<file path="src/hdl/pfrs_pkg.sv">
package pfrs_pkg;

    // ****************************************
    // Timing
    // ****************************************
    localparam int CLK_PERIOD_NS = 5;
    localparam int XTAL_WARMUP_NS = 20000;
    localparam int XTAL_WARMUP_CYC = (XTAL_WARMUP_NS + CLK_PERIOD_NS - 1) / CLK_PERIOD_NS;
    localparam int WARN_PERSIST_NS = 1000;
    localparam int WARN_PERSIST_CYC = (WARN_PERSIST_NS + CLK_PERIOD_NS - 1) / CLK_PERIOD_NS;
    // Dips shorter than this do not count as a power failure, except a low supply seen when ST_WAKE ends
    localparam int DIP_QUAL_NS = 100;
    localparam int DIP_QUAL_CYC = (DIP_QUAL_NS + CLK_PERIOD_NS - 1) / CLK_PERIOD_NS;
    // Lets a freshly enabled monitor pass through the synchronisers
    localparam int WAKE_SETTLE_CYC = 4;
    localparam int RING_FREQ_HZ = 8000;
    localparam int DETECT_RING_CYC = 2;
    localparam int CNT_W = 16;
    localparam int RING_W = 14;
    localparam logic [1:0] POLL_SEL_CONT = 2'h0;
    localparam int POLL_LOG2_BASE = 10;

    // ****************************************
    // Register map
    // ****************************************
    localparam logic [7:0] CTRL_OFFSET = 8'h00;
    localparam logic [7:0] STATUS_OFFSET = 8'h04;
    localparam logic [7:0] MASK_OFFSET = 8'h08;
    localparam logic [7:0] STATE_OFFSET = 8'h0c;
    localparam int CTRL_SMD_BIT = 0;
    localparam int CTRL_SEL_LSB = 1;
    localparam logic [31:0] CTRL_RESET = 32'h0000_0003;
    localparam int STAT_W = 3;
    localparam int STAT_WARN_BIT = 0;
    localparam int STAT_PFAIL_BIT = 1;
    localparam int STAT_RESTORE_BIT = 2;
    localparam logic [2:0] MASK_RESET = 3'h0;
    localparam int STATE_SUPPLY_LSB = 10;
    localparam int STATE_POWER_LSB = 13;
    localparam logic [15:0] PF_RESTART_ADDR = 16'h8000;
    localparam logic [15:0] POR_RESTART_ADDR = 16'h0000;
    localparam logic [1:0] HTRANS_NONSEQ = 2'h2;

    typedef enum logic [8:0] {
        ST_OFF        = 9'h001,
        ST_WARMUP     = 9'h002,
        ST_RUN        = 9'h004,
        ST_EXTRST     = 9'h008,
        ST_STOP       = 9'h010,
        ST_WAKE       = 9'h020,
        ST_PF_SLEEP   = 9'h040,
        ST_PF_DETECT  = 9'h080,
        ST_PF_CONFIRM = 9'h100
    } pfrs_state_e;

    typedef struct packed {
        logic por_ok;
        logic rst_ok;
        logic warn_ok;
    } pfrs_supply_s;

    typedef struct packed {
        logic cpu_reset;
        logic regulator_on;
        logic crystal_on;
        logic monitor_on;
        logic sram_retain;
    } pfrs_power_s;

    localparam pfrs_power_s POWER_RESET = 5'h10;

endpackage

</file>
<file path="src/hdl/pfrs_sync.sv">
`timescale 1ns/10ps
module pfrs_sync #(
    parameter int W = 1
) (
    input logic hclk,
    input logic hresetn,
    input logic [W-1:0] d,
    output logic [W-1:0] q
);

    logic [W-1:0] meta_ff;

    // ****************************************
    // Two-stage synchroniser
    // ****************************************
    always_ff @(posedge hclk or negedge hresetn) begin
        if (!hresetn) begin
            meta_ff <= '0;
            q <= '0;
        end else begin
            meta_ff <= d;
            q <= meta_ff;
        end
    end

endmodule

</file>
<file path="src/hdl/pfrs_sequencer.sv">
`timescale 1ns/10ps
module pfrs_sequencer (
    input logic hclk,
    input logic hresetn,
    input logic hsel,
    input logic [31:0] haddr,
    input logic [1:0] htrans,
    input logic hwrite,
    input logic [2:0] hsize,
    input logic [31:0] hwdata,
    input logic hready,
    output logic hreadyout,
    output logic [31:0] hrdata,
    output logic hresp,
    input pfrs_pkg::pfrs_supply_s supply_in,
    input logic ring_osc_clk,
    input logic ext_reset_req,
    input logic stop_mode,
    input logic stop_wake,
    output pfrs_pkg::pfrs_power_s power_out,
    output logic [15:0] restart_addr,
    output logic irq
);

    // ****************************************
    // Synchronisers
    // ****************************************
    pfrs_pkg::pfrs_supply_s sup;
    logic [2:0] ctl_sync;
    logic ring_s;
    logic ext_rst_s;
    logic wake_s;
    logic ring_d_ff;
    logic ring_edge;

    pfrs_sync #(.W(3)) u_sync_supply (
        .hclk(hclk),
        .hresetn(hresetn),
        .d(supply_in),
        .q(sup)
    );

    pfrs_sync #(.W(3)) u_sync_ctl (
        .hclk(hclk),
        .hresetn(hresetn),
        .d({ring_osc_clk, ext_reset_req, stop_wake}),
        .q(ctl_sync)
    );

    assign ring_s = ctl_sync[2];
    assign ext_rst_s = ctl_sync[1];
    assign wake_s = ctl_sync[0];

    always_ff @(posedge hclk or negedge hresetn) begin
        if (!hresetn) begin
            ring_d_ff <= 1'b0;
        end else begin
            ring_d_ff <= ring_s;
        end
    end

    // Rising edge of the slow ring oscillator paces polling, except with POLL_SEL_CONT where ST_PF_SLEEP leaves as soon as supply is good
    assign ring_edge = ring_s & ~ring_d_ff;

    // ****************************************
    // Registers
    // ****************************************
    logic smd_ff;
    logic [1:0] poll_sel_ff;
    logic [pfrs_pkg::STAT_W-1:0] status_ff;
    logic [pfrs_pkg::STAT_W-1:0] mask_ff;
    logic [pfrs_pkg::STAT_W-1:0] evt;
    logic [pfrs_pkg::STAT_W-1:0] nxt_status;
    logic wr_pend_ff;
    logic [7:0] waddr_ff;
    logic addr_ok;
    logic [31:0] rd_mux;

    pfrs_pkg::pfrs_state_e state_ff;
    pfrs_pkg::pfrs_state_e nxt_state;

    assign addr_ok = hsel & hready & (htrans == pfrs_pkg::HTRANS_NONSEQ);

    always_ff @(posedge hclk or negedge hresetn) begin
        if (!hresetn) begin
            wr_pend_ff <= 1'b0;
            waddr_ff <= 8'h00;
        end else begin
            wr_pend_ff <= addr_ok & hwrite;
            if (addr_ok) begin
                waddr_ff <= haddr[7:0];
            end
        end
    end

    always_ff @(posedge hclk or negedge hresetn) begin
        if (!hresetn) begin
            smd_ff <= pfrs_pkg::CTRL_RESET[pfrs_pkg::CTRL_SMD_BIT];
            poll_sel_ff <= pfrs_pkg::CTRL_RESET[pfrs_pkg::CTRL_SEL_LSB +: 2];
            mask_ff <= pfrs_pkg::MASK_RESET;
        end else if (wr_pend_ff) begin
            if (waddr_ff == pfrs_pkg::CTRL_OFFSET) begin
                smd_ff <= hwdata[pfrs_pkg::CTRL_SMD_BIT];
                poll_sel_ff <= hwdata[pfrs_pkg::CTRL_SEL_LSB +: 2];
            end
            if (waddr_ff == pfrs_pkg::MASK_OFFSET) begin
                mask_ff <= hwdata[pfrs_pkg::STAT_W-1:0];
            end
        end
    end

    // A new event wins over a write-one-to-clear in the same cycle
    always_comb begin
        nxt_status = status_ff;
        if (wr_pend_ff && waddr_ff == pfrs_pkg::STATUS_OFFSET) begin
            nxt_status = status_ff & ~hwdata[pfrs_pkg::STAT_W-1:0];
        end
        nxt_status = nxt_status | evt;
    end

    always_ff @(posedge hclk or negedge hresetn) begin
        if (!hresetn) begin
            status_ff <= '0;
            irq <= 1'b0;
        end else begin
            status_ff <= nxt_status;
            irq <= |(nxt_status & mask_ff);
        end
    end

    always_comb begin
        rd_mux = 32'h0000_0000;
        unique case (haddr[7:0])
            pfrs_pkg::CTRL_OFFSET: begin
                rd_mux[pfrs_pkg::CTRL_SMD_BIT] = smd_ff;
                rd_mux[pfrs_pkg::CTRL_SEL_LSB +: 2] = poll_sel_ff;
            end
            pfrs_pkg::STATUS_OFFSET: rd_mux[pfrs_pkg::STAT_W-1:0] = status_ff;
            pfrs_pkg::MASK_OFFSET: rd_mux[pfrs_pkg::STAT_W-1:0] = mask_ff;
            pfrs_pkg::STATE_OFFSET: begin
                rd_mux[8:0] = state_ff;
                rd_mux[pfrs_pkg::STATE_SUPPLY_LSB +: 3] = sup;
                rd_mux[pfrs_pkg::STATE_POWER_LSB +: 5] = power_out;
            end
            default: rd_mux = 32'h0000_0000;
        endcase
    end

    // Zero wait states; read data is taken in the address phase
    always_ff @(posedge hclk or negedge hresetn) begin
        if (!hresetn) begin
            hrdata <= 32'h0000_0000;
            hreadyout <= 1'b1;
            hresp <= 1'b0;
        end else begin
            hreadyout <= 1'b1;
            hresp <= 1'b0;
            if (addr_ok && !hwrite) begin
                hrdata <= rd_mux;
            end
        end
    end

    // ****************************************
    // Supply qualification
    // ****************************************
    logic [pfrs_pkg::CNT_W-1:0] dip_cnt_ff;
    logic [pfrs_pkg::CNT_W-1:0] warn_cnt_ff;
    logic dip_qual;
    logic warn_hit;
    logic in_warn_band;

    assign in_warn_band = sup.rst_ok & ~sup.warn_ok;

    always_ff @(posedge hclk or negedge hresetn) begin
        if (!hresetn) begin
            dip_cnt_ff <= '0;
        end else if (sup.rst_ok) begin
            dip_cnt_ff <= '0;
        end else if (!dip_qual) begin
            dip_cnt_ff <= dip_cnt_ff + 1'b1;
        end
    end

    // Only a dip that outlasts the qualification window counts
    assign dip_qual = (dip_cnt_ff == pfrs_pkg::CNT_W'(pfrs_pkg::DIP_QUAL_CYC));

    always_ff @(posedge hclk or negedge hresetn) begin
        if (!hresetn) begin
            warn_cnt_ff <= '0;
        end else if (!in_warn_band || !(state_ff inside {pfrs_pkg::ST_RUN, pfrs_pkg::ST_EXTRST})) begin
            warn_cnt_ff <= '0;
        end else if (warn_cnt_ff != pfrs_pkg::CNT_W'(pfrs_pkg::WARN_PERSIST_CYC)) begin
            warn_cnt_ff <= warn_cnt_ff + 1'b1;
        end
    end

    // One pulse per stay in the warning band lasting WARN_PERSIST_CYC cycles in ST_RUN or ST_EXTRST
    assign warn_hit = (warn_cnt_ff == pfrs_pkg::CNT_W'(pfrs_pkg::WARN_PERSIST_CYC - 1));

    // ****************************************
    // Sequencer
    // ****************************************
    logic [pfrs_pkg::CNT_W-1:0] cyc_cnt_ff;
    logic [pfrs_pkg::RING_W-1:0] ring_cnt_ff;
    logic [pfrs_pkg::RING_W-1:0] poll_last;
    logic warm_done;
    logic wake_done;

    // Poll period is 2^(10+sel) ring clocks
    assign poll_last = pfrs_pkg::RING_W'((1 << (pfrs_pkg::POLL_LOG2_BASE + poll_sel_ff)) - 1);
    assign warm_done = (cyc_cnt_ff == pfrs_pkg::CNT_W'(pfrs_pkg::XTAL_WARMUP_CYC - 1));
    assign wake_done = (cyc_cnt_ff == pfrs_pkg::CNT_W'(pfrs_pkg::WAKE_SETTLE_CYC - 1));

    always_comb begin
        nxt_state = state_ff;
        unique case (state_ff)
            pfrs_pkg::ST_OFF: begin
                if (sup.por_ok) nxt_state = pfrs_pkg::ST_WARMUP;
            end
            pfrs_pkg::ST_WARMUP: begin
                // CPU stays in reset until the crystal is ready and supply is good
                if (warm_done && sup.rst_ok) begin
                    nxt_state = ext_rst_s ? pfrs_pkg::ST_EXTRST : pfrs_pkg::ST_RUN;
                end
            end
            pfrs_pkg::ST_RUN: begin
                if (dip_qual) nxt_state = pfrs_pkg::ST_PF_SLEEP;
                else if (ext_rst_s) nxt_state = pfrs_pkg::ST_EXTRST;
                else if (stop_mode) nxt_state = pfrs_pkg::ST_STOP;
            end
            pfrs_pkg::ST_EXTRST: begin
                if (dip_qual) nxt_state = pfrs_pkg::ST_PF_SLEEP;
                else if (!ext_rst_s) nxt_state = pfrs_pkg::ST_RUN;
            end
            pfrs_pkg::ST_STOP: begin
                if (!smd_ff && dip_qual) nxt_state = pfrs_pkg::ST_PF_SLEEP;
                else if (wake_s || !stop_mode) begin
                    nxt_state = smd_ff ? pfrs_pkg::ST_WAKE : pfrs_pkg::ST_RUN;
                end
            end
            pfrs_pkg::ST_WAKE: begin
                // Monitor was just switched on; judge once it has settled
                if (wake_done) begin
                    nxt_state = sup.rst_ok ? pfrs_pkg::ST_RUN : pfrs_pkg::ST_PF_SLEEP;
                end
            end
            pfrs_pkg::ST_PF_SLEEP: begin
                if (poll_sel_ff == pfrs_pkg::POLL_SEL_CONT) begin
                    if (sup.rst_ok) nxt_state = pfrs_pkg::ST_PF_DETECT;
                end else if (ring_edge && ring_cnt_ff == poll_last) begin
                    nxt_state = pfrs_pkg::ST_PF_DETECT;
                end
            end
            pfrs_pkg::ST_PF_DETECT: begin
                if (!sup.rst_ok) nxt_state = pfrs_pkg::ST_PF_SLEEP;
                else if (ring_edge &&
                         ring_cnt_ff == pfrs_pkg::RING_W'(pfrs_pkg::DETECT_RING_CYC - 1)) begin
                    nxt_state = pfrs_pkg::ST_PF_CONFIRM;
                end
            end
            pfrs_pkg::ST_PF_CONFIRM: begin
                if (!sup.rst_ok) nxt_state = pfrs_pkg::ST_PF_SLEEP;
                else if (ring_edge) nxt_state = pfrs_pkg::ST_WARMUP;
            end
            default: nxt_state = pfrs_pkg::ST_OFF;
        endcase
        if (!sup.por_ok) begin
            nxt_state = pfrs_pkg::ST_OFF;
        end
    end

    always_ff @(posedge hclk or negedge hresetn) begin
        if (!hresetn) begin
            state_ff <= pfrs_pkg::ST_OFF;
        end else begin
            state_ff <= nxt_state;
        end
    end

    // Counters restart on every state change
    always_ff @(posedge hclk or negedge hresetn) begin
        if (!hresetn) begin
            cyc_cnt_ff <= '0;
        end else if (nxt_state != state_ff) begin
            cyc_cnt_ff <= '0;
        end else if (!warm_done) begin
            cyc_cnt_ff <= cyc_cnt_ff + 1'b1;
        end
    end

    always_ff @(posedge hclk or negedge hresetn) begin
        if (!hresetn) begin
            ring_cnt_ff <= '0;
        end else if (nxt_state != state_ff) begin
            ring_cnt_ff <= '0;
        end else if (ring_edge) begin
            ring_cnt_ff <= ring_cnt_ff + 1'b1;
        end
    end

    // ****************************************
    // Events
    // ****************************************
    always_comb begin
        evt = '0;
        evt[pfrs_pkg::STAT_WARN_BIT] = warn_hit |
            (state_ff == pfrs_pkg::ST_WAKE && wake_done && in_warn_band);
        evt[pfrs_pkg::STAT_PFAIL_BIT] = (nxt_state == pfrs_pkg::ST_PF_SLEEP) &&
            !(state_ff inside {pfrs_pkg::ST_PF_SLEEP, pfrs_pkg::ST_PF_DETECT,
                               pfrs_pkg::ST_PF_CONFIRM});
        evt[pfrs_pkg::STAT_RESTORE_BIT] = (state_ff == pfrs_pkg::ST_PF_CONFIRM) &&
            (nxt_state == pfrs_pkg::ST_WARMUP);
    end

    // ****************************************
    // Power controls
    // ****************************************
    pfrs_pkg::pfrs_power_s nxt_power;

    always_comb begin
        nxt_power = pfrs_pkg::POWER_RESET;
        unique case (nxt_state)
            pfrs_pkg::ST_OFF: nxt_power = pfrs_pkg::POWER_RESET;
            pfrs_pkg::ST_WARMUP: begin
                nxt_power = '{cpu_reset: 1'b1, regulator_on: 1'b1, crystal_on: 1'b1,
                              monitor_on: 1'b1, sram_retain: 1'b0};
            end
            pfrs_pkg::ST_RUN: begin
                nxt_power = '{cpu_reset: 1'b0, regulator_on: 1'b1, crystal_on: 1'b1,
                              monitor_on: 1'b1, sram_retain: 1'b0};
            end
            pfrs_pkg::ST_EXTRST: begin
                nxt_power = '{cpu_reset: 1'b1, regulator_on: 1'b1, crystal_on: 1'b1,
                              monitor_on: 1'b1, sram_retain: 1'b0};
            end
            pfrs_pkg::ST_STOP: begin
                nxt_power = '{cpu_reset: 1'b0, regulator_on: 1'b0, crystal_on: 1'b0,
                              monitor_on: !smd_ff, sram_retain: 1'b1};
            end
            pfrs_pkg::ST_WAKE: begin
                nxt_power = '{cpu_reset: 1'b0, regulator_on: 1'b0, crystal_on: 1'b0,
                              monitor_on: 1'b1, sram_retain: 1'b1};
            end
            pfrs_pkg::ST_PF_SLEEP: begin
                nxt_power = '{cpu_reset: 1'b1, regulator_on: 1'b0, crystal_on: 1'b0,
                              monitor_on: (poll_sel_ff == pfrs_pkg::POLL_SEL_CONT),
                              sram_retain: 1'b1};
            end
            pfrs_pkg::ST_PF_DETECT, pfrs_pkg::ST_PF_CONFIRM: begin
                nxt_power = '{cpu_reset: 1'b1, regulator_on: 1'b0, crystal_on: 1'b0,
                              monitor_on: 1'b1, sram_retain: 1'b1};
            end
            default: nxt_power = pfrs_pkg::POWER_RESET;
        endcase
    end

    always_ff @(posedge hclk or negedge hresetn) begin
        if (!hresetn) begin
            power_out <= pfrs_pkg::POWER_RESET;
        end else begin
            power_out <= nxt_power;
        end
    end

    // Restart vector is latched when warm-up begins
    always_ff @(posedge hclk or negedge hresetn) begin
        if (!hresetn) begin
            restart_addr <= pfrs_pkg::POR_RESTART_ADDR;
        end else if (state_ff == pfrs_pkg::ST_PF_CONFIRM && nxt_state == pfrs_pkg::ST_WARMUP) begin
            restart_addr <= pfrs_pkg::PF_RESTART_ADDR;
        end else if (state_ff == pfrs_pkg::ST_OFF && nxt_state == pfrs_pkg::ST_WARMUP) begin
            restart_addr <= pfrs_pkg::POR_RESTART_ADDR;
        end
    end

endmodule

</file>
<file path="config.mk">
export PLATFORM = sky130hd
export DESIGN_NAME = pfrs_sequencer
export DESIGN_NICKNAME = d
export VERILOG_FILES = /design/src/hdl/pfrs_pkg.sv /design/src/hdl/pfrs_sync.sv /design/src/hdl/pfrs_sequencer.sv
export SDC_FILE = /design/constraint.sdc
export NUM_CORES = 1
export LEC_CHECK = 0
export BUFFER_PORTS_ARGS = -buffer_cell sky130_fd_sc_hd__buf_2
export CAP_MARGIN = 0
export CORE_ASPECT_RATIO = 0.75
export CORE_MARGIN = 2
export CORE_UTILIZATION = 40
export DETAILED_ROUTE_END_ITERATION = 7
export PLACE_DENSITY_LB_ADDON = 0.2
export SLEW_MARGIN = 20
export SYNTH_ARGS = -nofsm -noshare
export SYNTH_HDL_FRONTEND = slang
export SYNTH_HIERARCHICAL = 1
export SYNTH_SLANG_ARGS = --single-unit
</file>
<file path="constraint.sdc">
create_clock -name hclk -period 3 [get_ports hclk]
set_input_delay 0.6 -clock hclk [delete_from_list [all_inputs] [get_ports hclk]]
set_output_delay 0.6 -clock hclk [all_outputs]
set_load 0.02 [all_outputs]
</file>
==> results.py <==
metrics = {
    "run_status": {
        "outcome": "complete, no violations",
    },
    "timing": {
        "slew_headroom_pct": 56.6,
        "holdWs_ns": 0.282,
        "setup_viol": 0,
        "rsz0062_at_grt": "false",
        "clock-skew-final_ns": 0.00962,
        "post-route-min-period_ns": 2.87,
        "timing_hold_violations_final": 0,
        "maxSlewViolCount": 0,
        "worst_pin_slew_ns": 0.650,
        "final.setup.tns_ns": 0,
        "fin_crit_sh_pct": 95.6,
        "fmax_mhz": 349,
    },
    "power_and_ir_drop": {
        "power_density_nw_per_um2": 646,
        "combPwrFrac_pct": 18.4,
        "seqPwrFrac_pct": 37.7,
        "switchingPower_mw": 1.52,
        "leakagePower_nw": 3.40,
        "internal_power_mw": 3.57,
        "finalPower_mw": 5.09,
        "clock_power_share_pct": 43.9,
        "peakVddDrop_mv": 0.369,
        "swShare_pct": 29.8,
    },
    "synth": {
        "synthDistinctLibCells": 69,
        "yosys-top-cells-count": "dfrtp_1 (120), nor2_1 (60), nand3_1 (39)",
        "synth-edff-count": 0,
        "synth-seq-area-share_pct": 45.7,
        "ys.flop_type": "dfrtp_1",
        "synth_top_area_cell": "dfrtp_1",
        "avgSynthCellArea_um2": 10.2,
        "synthArstFlopShare_pct": 100,
        "ys_top_cells_by_area": "dfrtp_1 (44%), nor3_2 (4.3%), xor2_1 (4.1%)",
        "synth_top_area_share_pct": 44.2,
        "synth-seq-cells": 124,
        "yosys_warnings": 6,
        "netlist_area_um2": 6800,
        "post_synth_inst_count": 669,
        "synth_most_common_cell": "dfrtp_1",
    },
    "clock_tree": {
        "clockBufferDepth": 2,
        "cts_tree": "built",
        "clk_latency_ns": 0.42,
        "clkSinkCount": 124,
        "clkTransAtPathRegs_ns": 0.06,
        "post_cts_buffers": 0,
        "clockRootBuffer": "clkbuf_16",
        "cts_buffers": 17,
        "ctsHtreeMaxLevel": 4,
    },
    "routing": {
        "firstDrtPassIters": 5,
        "wl_per_cell_um": 16.0,
        "ant_nets": 0,
        "via_per_inst": 5.40,
        "wl_um": 15200,
        "drc_errors": 0,
        "drt_iter0_drc": 311,
        "num_vias": 5142,
    },
    "die": {
        "die_w_um": 155,
        "rows": 41,
        "dieHeight_um": 117,
        "initial_core_util_pct": 40.7,
        "die_area_um2": 18100,
        "io_pins": 137,
        "core_um2": 16700,
    },
    "worst_setup_path": {
        "r2r-start": "state_ff[2]$_DFF_PN0_",
        "r2r_end": "cyc_cnt_ff[2]$_DFFE_PN0P_",
        "start_kind": "flop",
        "worstPathMaxFanout": 30,
        "worstPathRequired_ns": 3.30,
        "end_kind": "flop",
        "arrival_ns": 3.17,
        "ff2ff_setup_slack_ns": 0.13,
        "criticalPathCategory": "flop to flop",
        "r2r_cells": 9,
    },
    "finish": {
        "multi_input_area_um2": 3310,
        "instances_no_fill": 953,
        "antenna_cells": 0,
        "ff_latch_area_um2": 3110,
        "final_nets": 813,
        "final_area_um2": 7880,
        "areaGrowthSynthToFinish_pct": 15.9,
        "fill_cells": 1554,
        "drive_gt1_share_pct": 22.9,
    },
    "flow_run": {
        "max-cap-violations": 0,
    },
    "global_route": {
        "grt_max_degree": 73,
        "grt_usage_pct": 18.1,
        "antenna_found_initial": 0,
        "grt_pass1_wl_um": 25700,
        "grt_overflow": 0,
        "grt_pass1_vias": 4983,
    },
    "placed_design": {
        "dpl-instance-area_um2": 7210,
        "dp.cells": 920,
        "gp_congestion": 0.938,
        "place_hpwl_um": 10800,
        "portBuffers": 48,
    },
    "worst_hold_path": {
        "min_to": "u_sync_ctl/meta_ff[0]$_DFF_PN0_",
        "hold_path_class": "input pin to flop",
        "holdPathStages": 1,
        "worstHoldStart": "stop_wake",
    },
}
-- state kept, by name, summed over array words and instances (netlist names), 2 cells and up --
register / flops
cyc_cnt_ff: 16
dip_cnt_ff: 16
hrdata: 16
warn_cnt_ff: 16
ring_cnt_ff: 14
state_ff: 9
waddr_ff: 8
power_out: 4
mask_ff: 3
status_ff: 3
u_sync_ctl/meta_ff: 3
u_sync_ctl/q: 3
u_sync_supply/meta_ff: 3
u_sync_supply/q: 3
poll_sel_ff: 2
-- critical path: stages, from the launching register on --
cell and delay [ns]:
dfrtp_1 0.49, buf_4 0.24, or4_1 0.57, nor4_2 0.34, o22ai_1 0.14, o221a_2 0.19
and2_1 0.15, o211ai_1 0.25, buf_12 0.26, nor3_2 0.07
-- layout make-up --
type	instances	share of cell area [%]
clock inverters	14	2.65
well taps	215	3.41
clock buffers	18	5.57
inverters	21	1.00
multi-input cells	488	41.9
repair buffers	73	5.97
flip-flops and latches	124	39.4
-- routing by layer --
layer	global-route usage, %	vias to the layer above	wire [µm]
li1	-	2466	-
met1	26.2	2510	7710
met2	26.4	147	6430
met3	4.75	19	848
met4	6.48	0	246
met5	0	-	0
-- repair_timing --
action,4_1_cts,5_1_grt
hold buffers,1,0
resized for setup,0,4
hold endpoints to repair,5,0
endpoints found under the setup margin,0,31
-- power groups by stage --
stage                     registers, mW  clock network (mW)  logic (mW)
after floorplan                    1.91                   0       0.745
after global placement             1.94                   0       0.913
after detailed placement           1.94                   0       0.925
after CTS                          1.92                2.30       0.930
after global routing               1.94                2.38        1.03
final                              1.92                2.24       0.935
-- cells by family (layout without fill, tap and decap cells) --
logic type	Yosys count	in the layout	synth area share, %
and+or+nand+nor	292	292	26.0
DFF	124	124	45.7
buffers and inverters	87	126	7.45
AOI/OAI and AO/OA	84	84	8.78
xor gates and xnor gates	54	54	6.96
muxes	19	19	3.68
adders and majority gates	7	7	1.29
other	2	32	0.110
-- metrics by stage --
step,util (%),setup slack (ns)
finish,47.1,0.131
global route,47.1,0.00299
CTS,47.1,0.114
detailed placement,43.1,0.114
global placement,43.1,0.224
floorplan,-,0.392
-- how the worst max path moves through the flow --
| stage | startpoint | endpoint | slack [ns] |
|---|---|---|---|
| floorplan | htrans[0] | hrdata[5]$_DFFE_PN0P_ | 0.39 |
| detailed placement | state_ff[2]$_DFF_PN0_ | ring_cnt_ff[5]$_DFFE_PN0P_ | 0.11 |
| finish | state_ff[2]$_DFF_PN0_ | cyc_cnt_ff[2]$_DFFE_PN0P_ | 0.13 |
| global route | state_ff[2]$_DFF_PN0_ | power_out[1]$_DFF_PN0_ | 0.003 |
| global placement | dip_cnt_ff[8]$_DFFE_PN0P_ | ring_cnt_ff[12]$_DFFE_PN0P_ | 0.22 |
| CTS | state_ff[2]$_DFF_PN0_ | ring_cnt_ff[5]$_DFFE_PN0P_ | 0.11 |
-- layout by cell type (no fill, tap or decap), types with 6 or more instances in the layout --
cell       instances
nand2b_1           6
nor3_1            12
nand3_1           39
buf_4             22
nand4b_1           6
inv_1             21
mux2_2            15
nand2_1           35
and3_1             6
nand4_1           17
or3_1             11
clkbuf_16         17
or4_1              9
nor2_1            59
nor4_1            14
buf_2             47
nor3b_1            7
a22o_1            13
xnor2_1           22
clkinv_4           6
and2_1             6
nor3_2            29
xor2_1            32
and4_1             6
ha_1               7
o21ai_0           18
dfrtp_1          120
conb_1            32
a21oi_1           16
(Power assumes the default switching activity.)
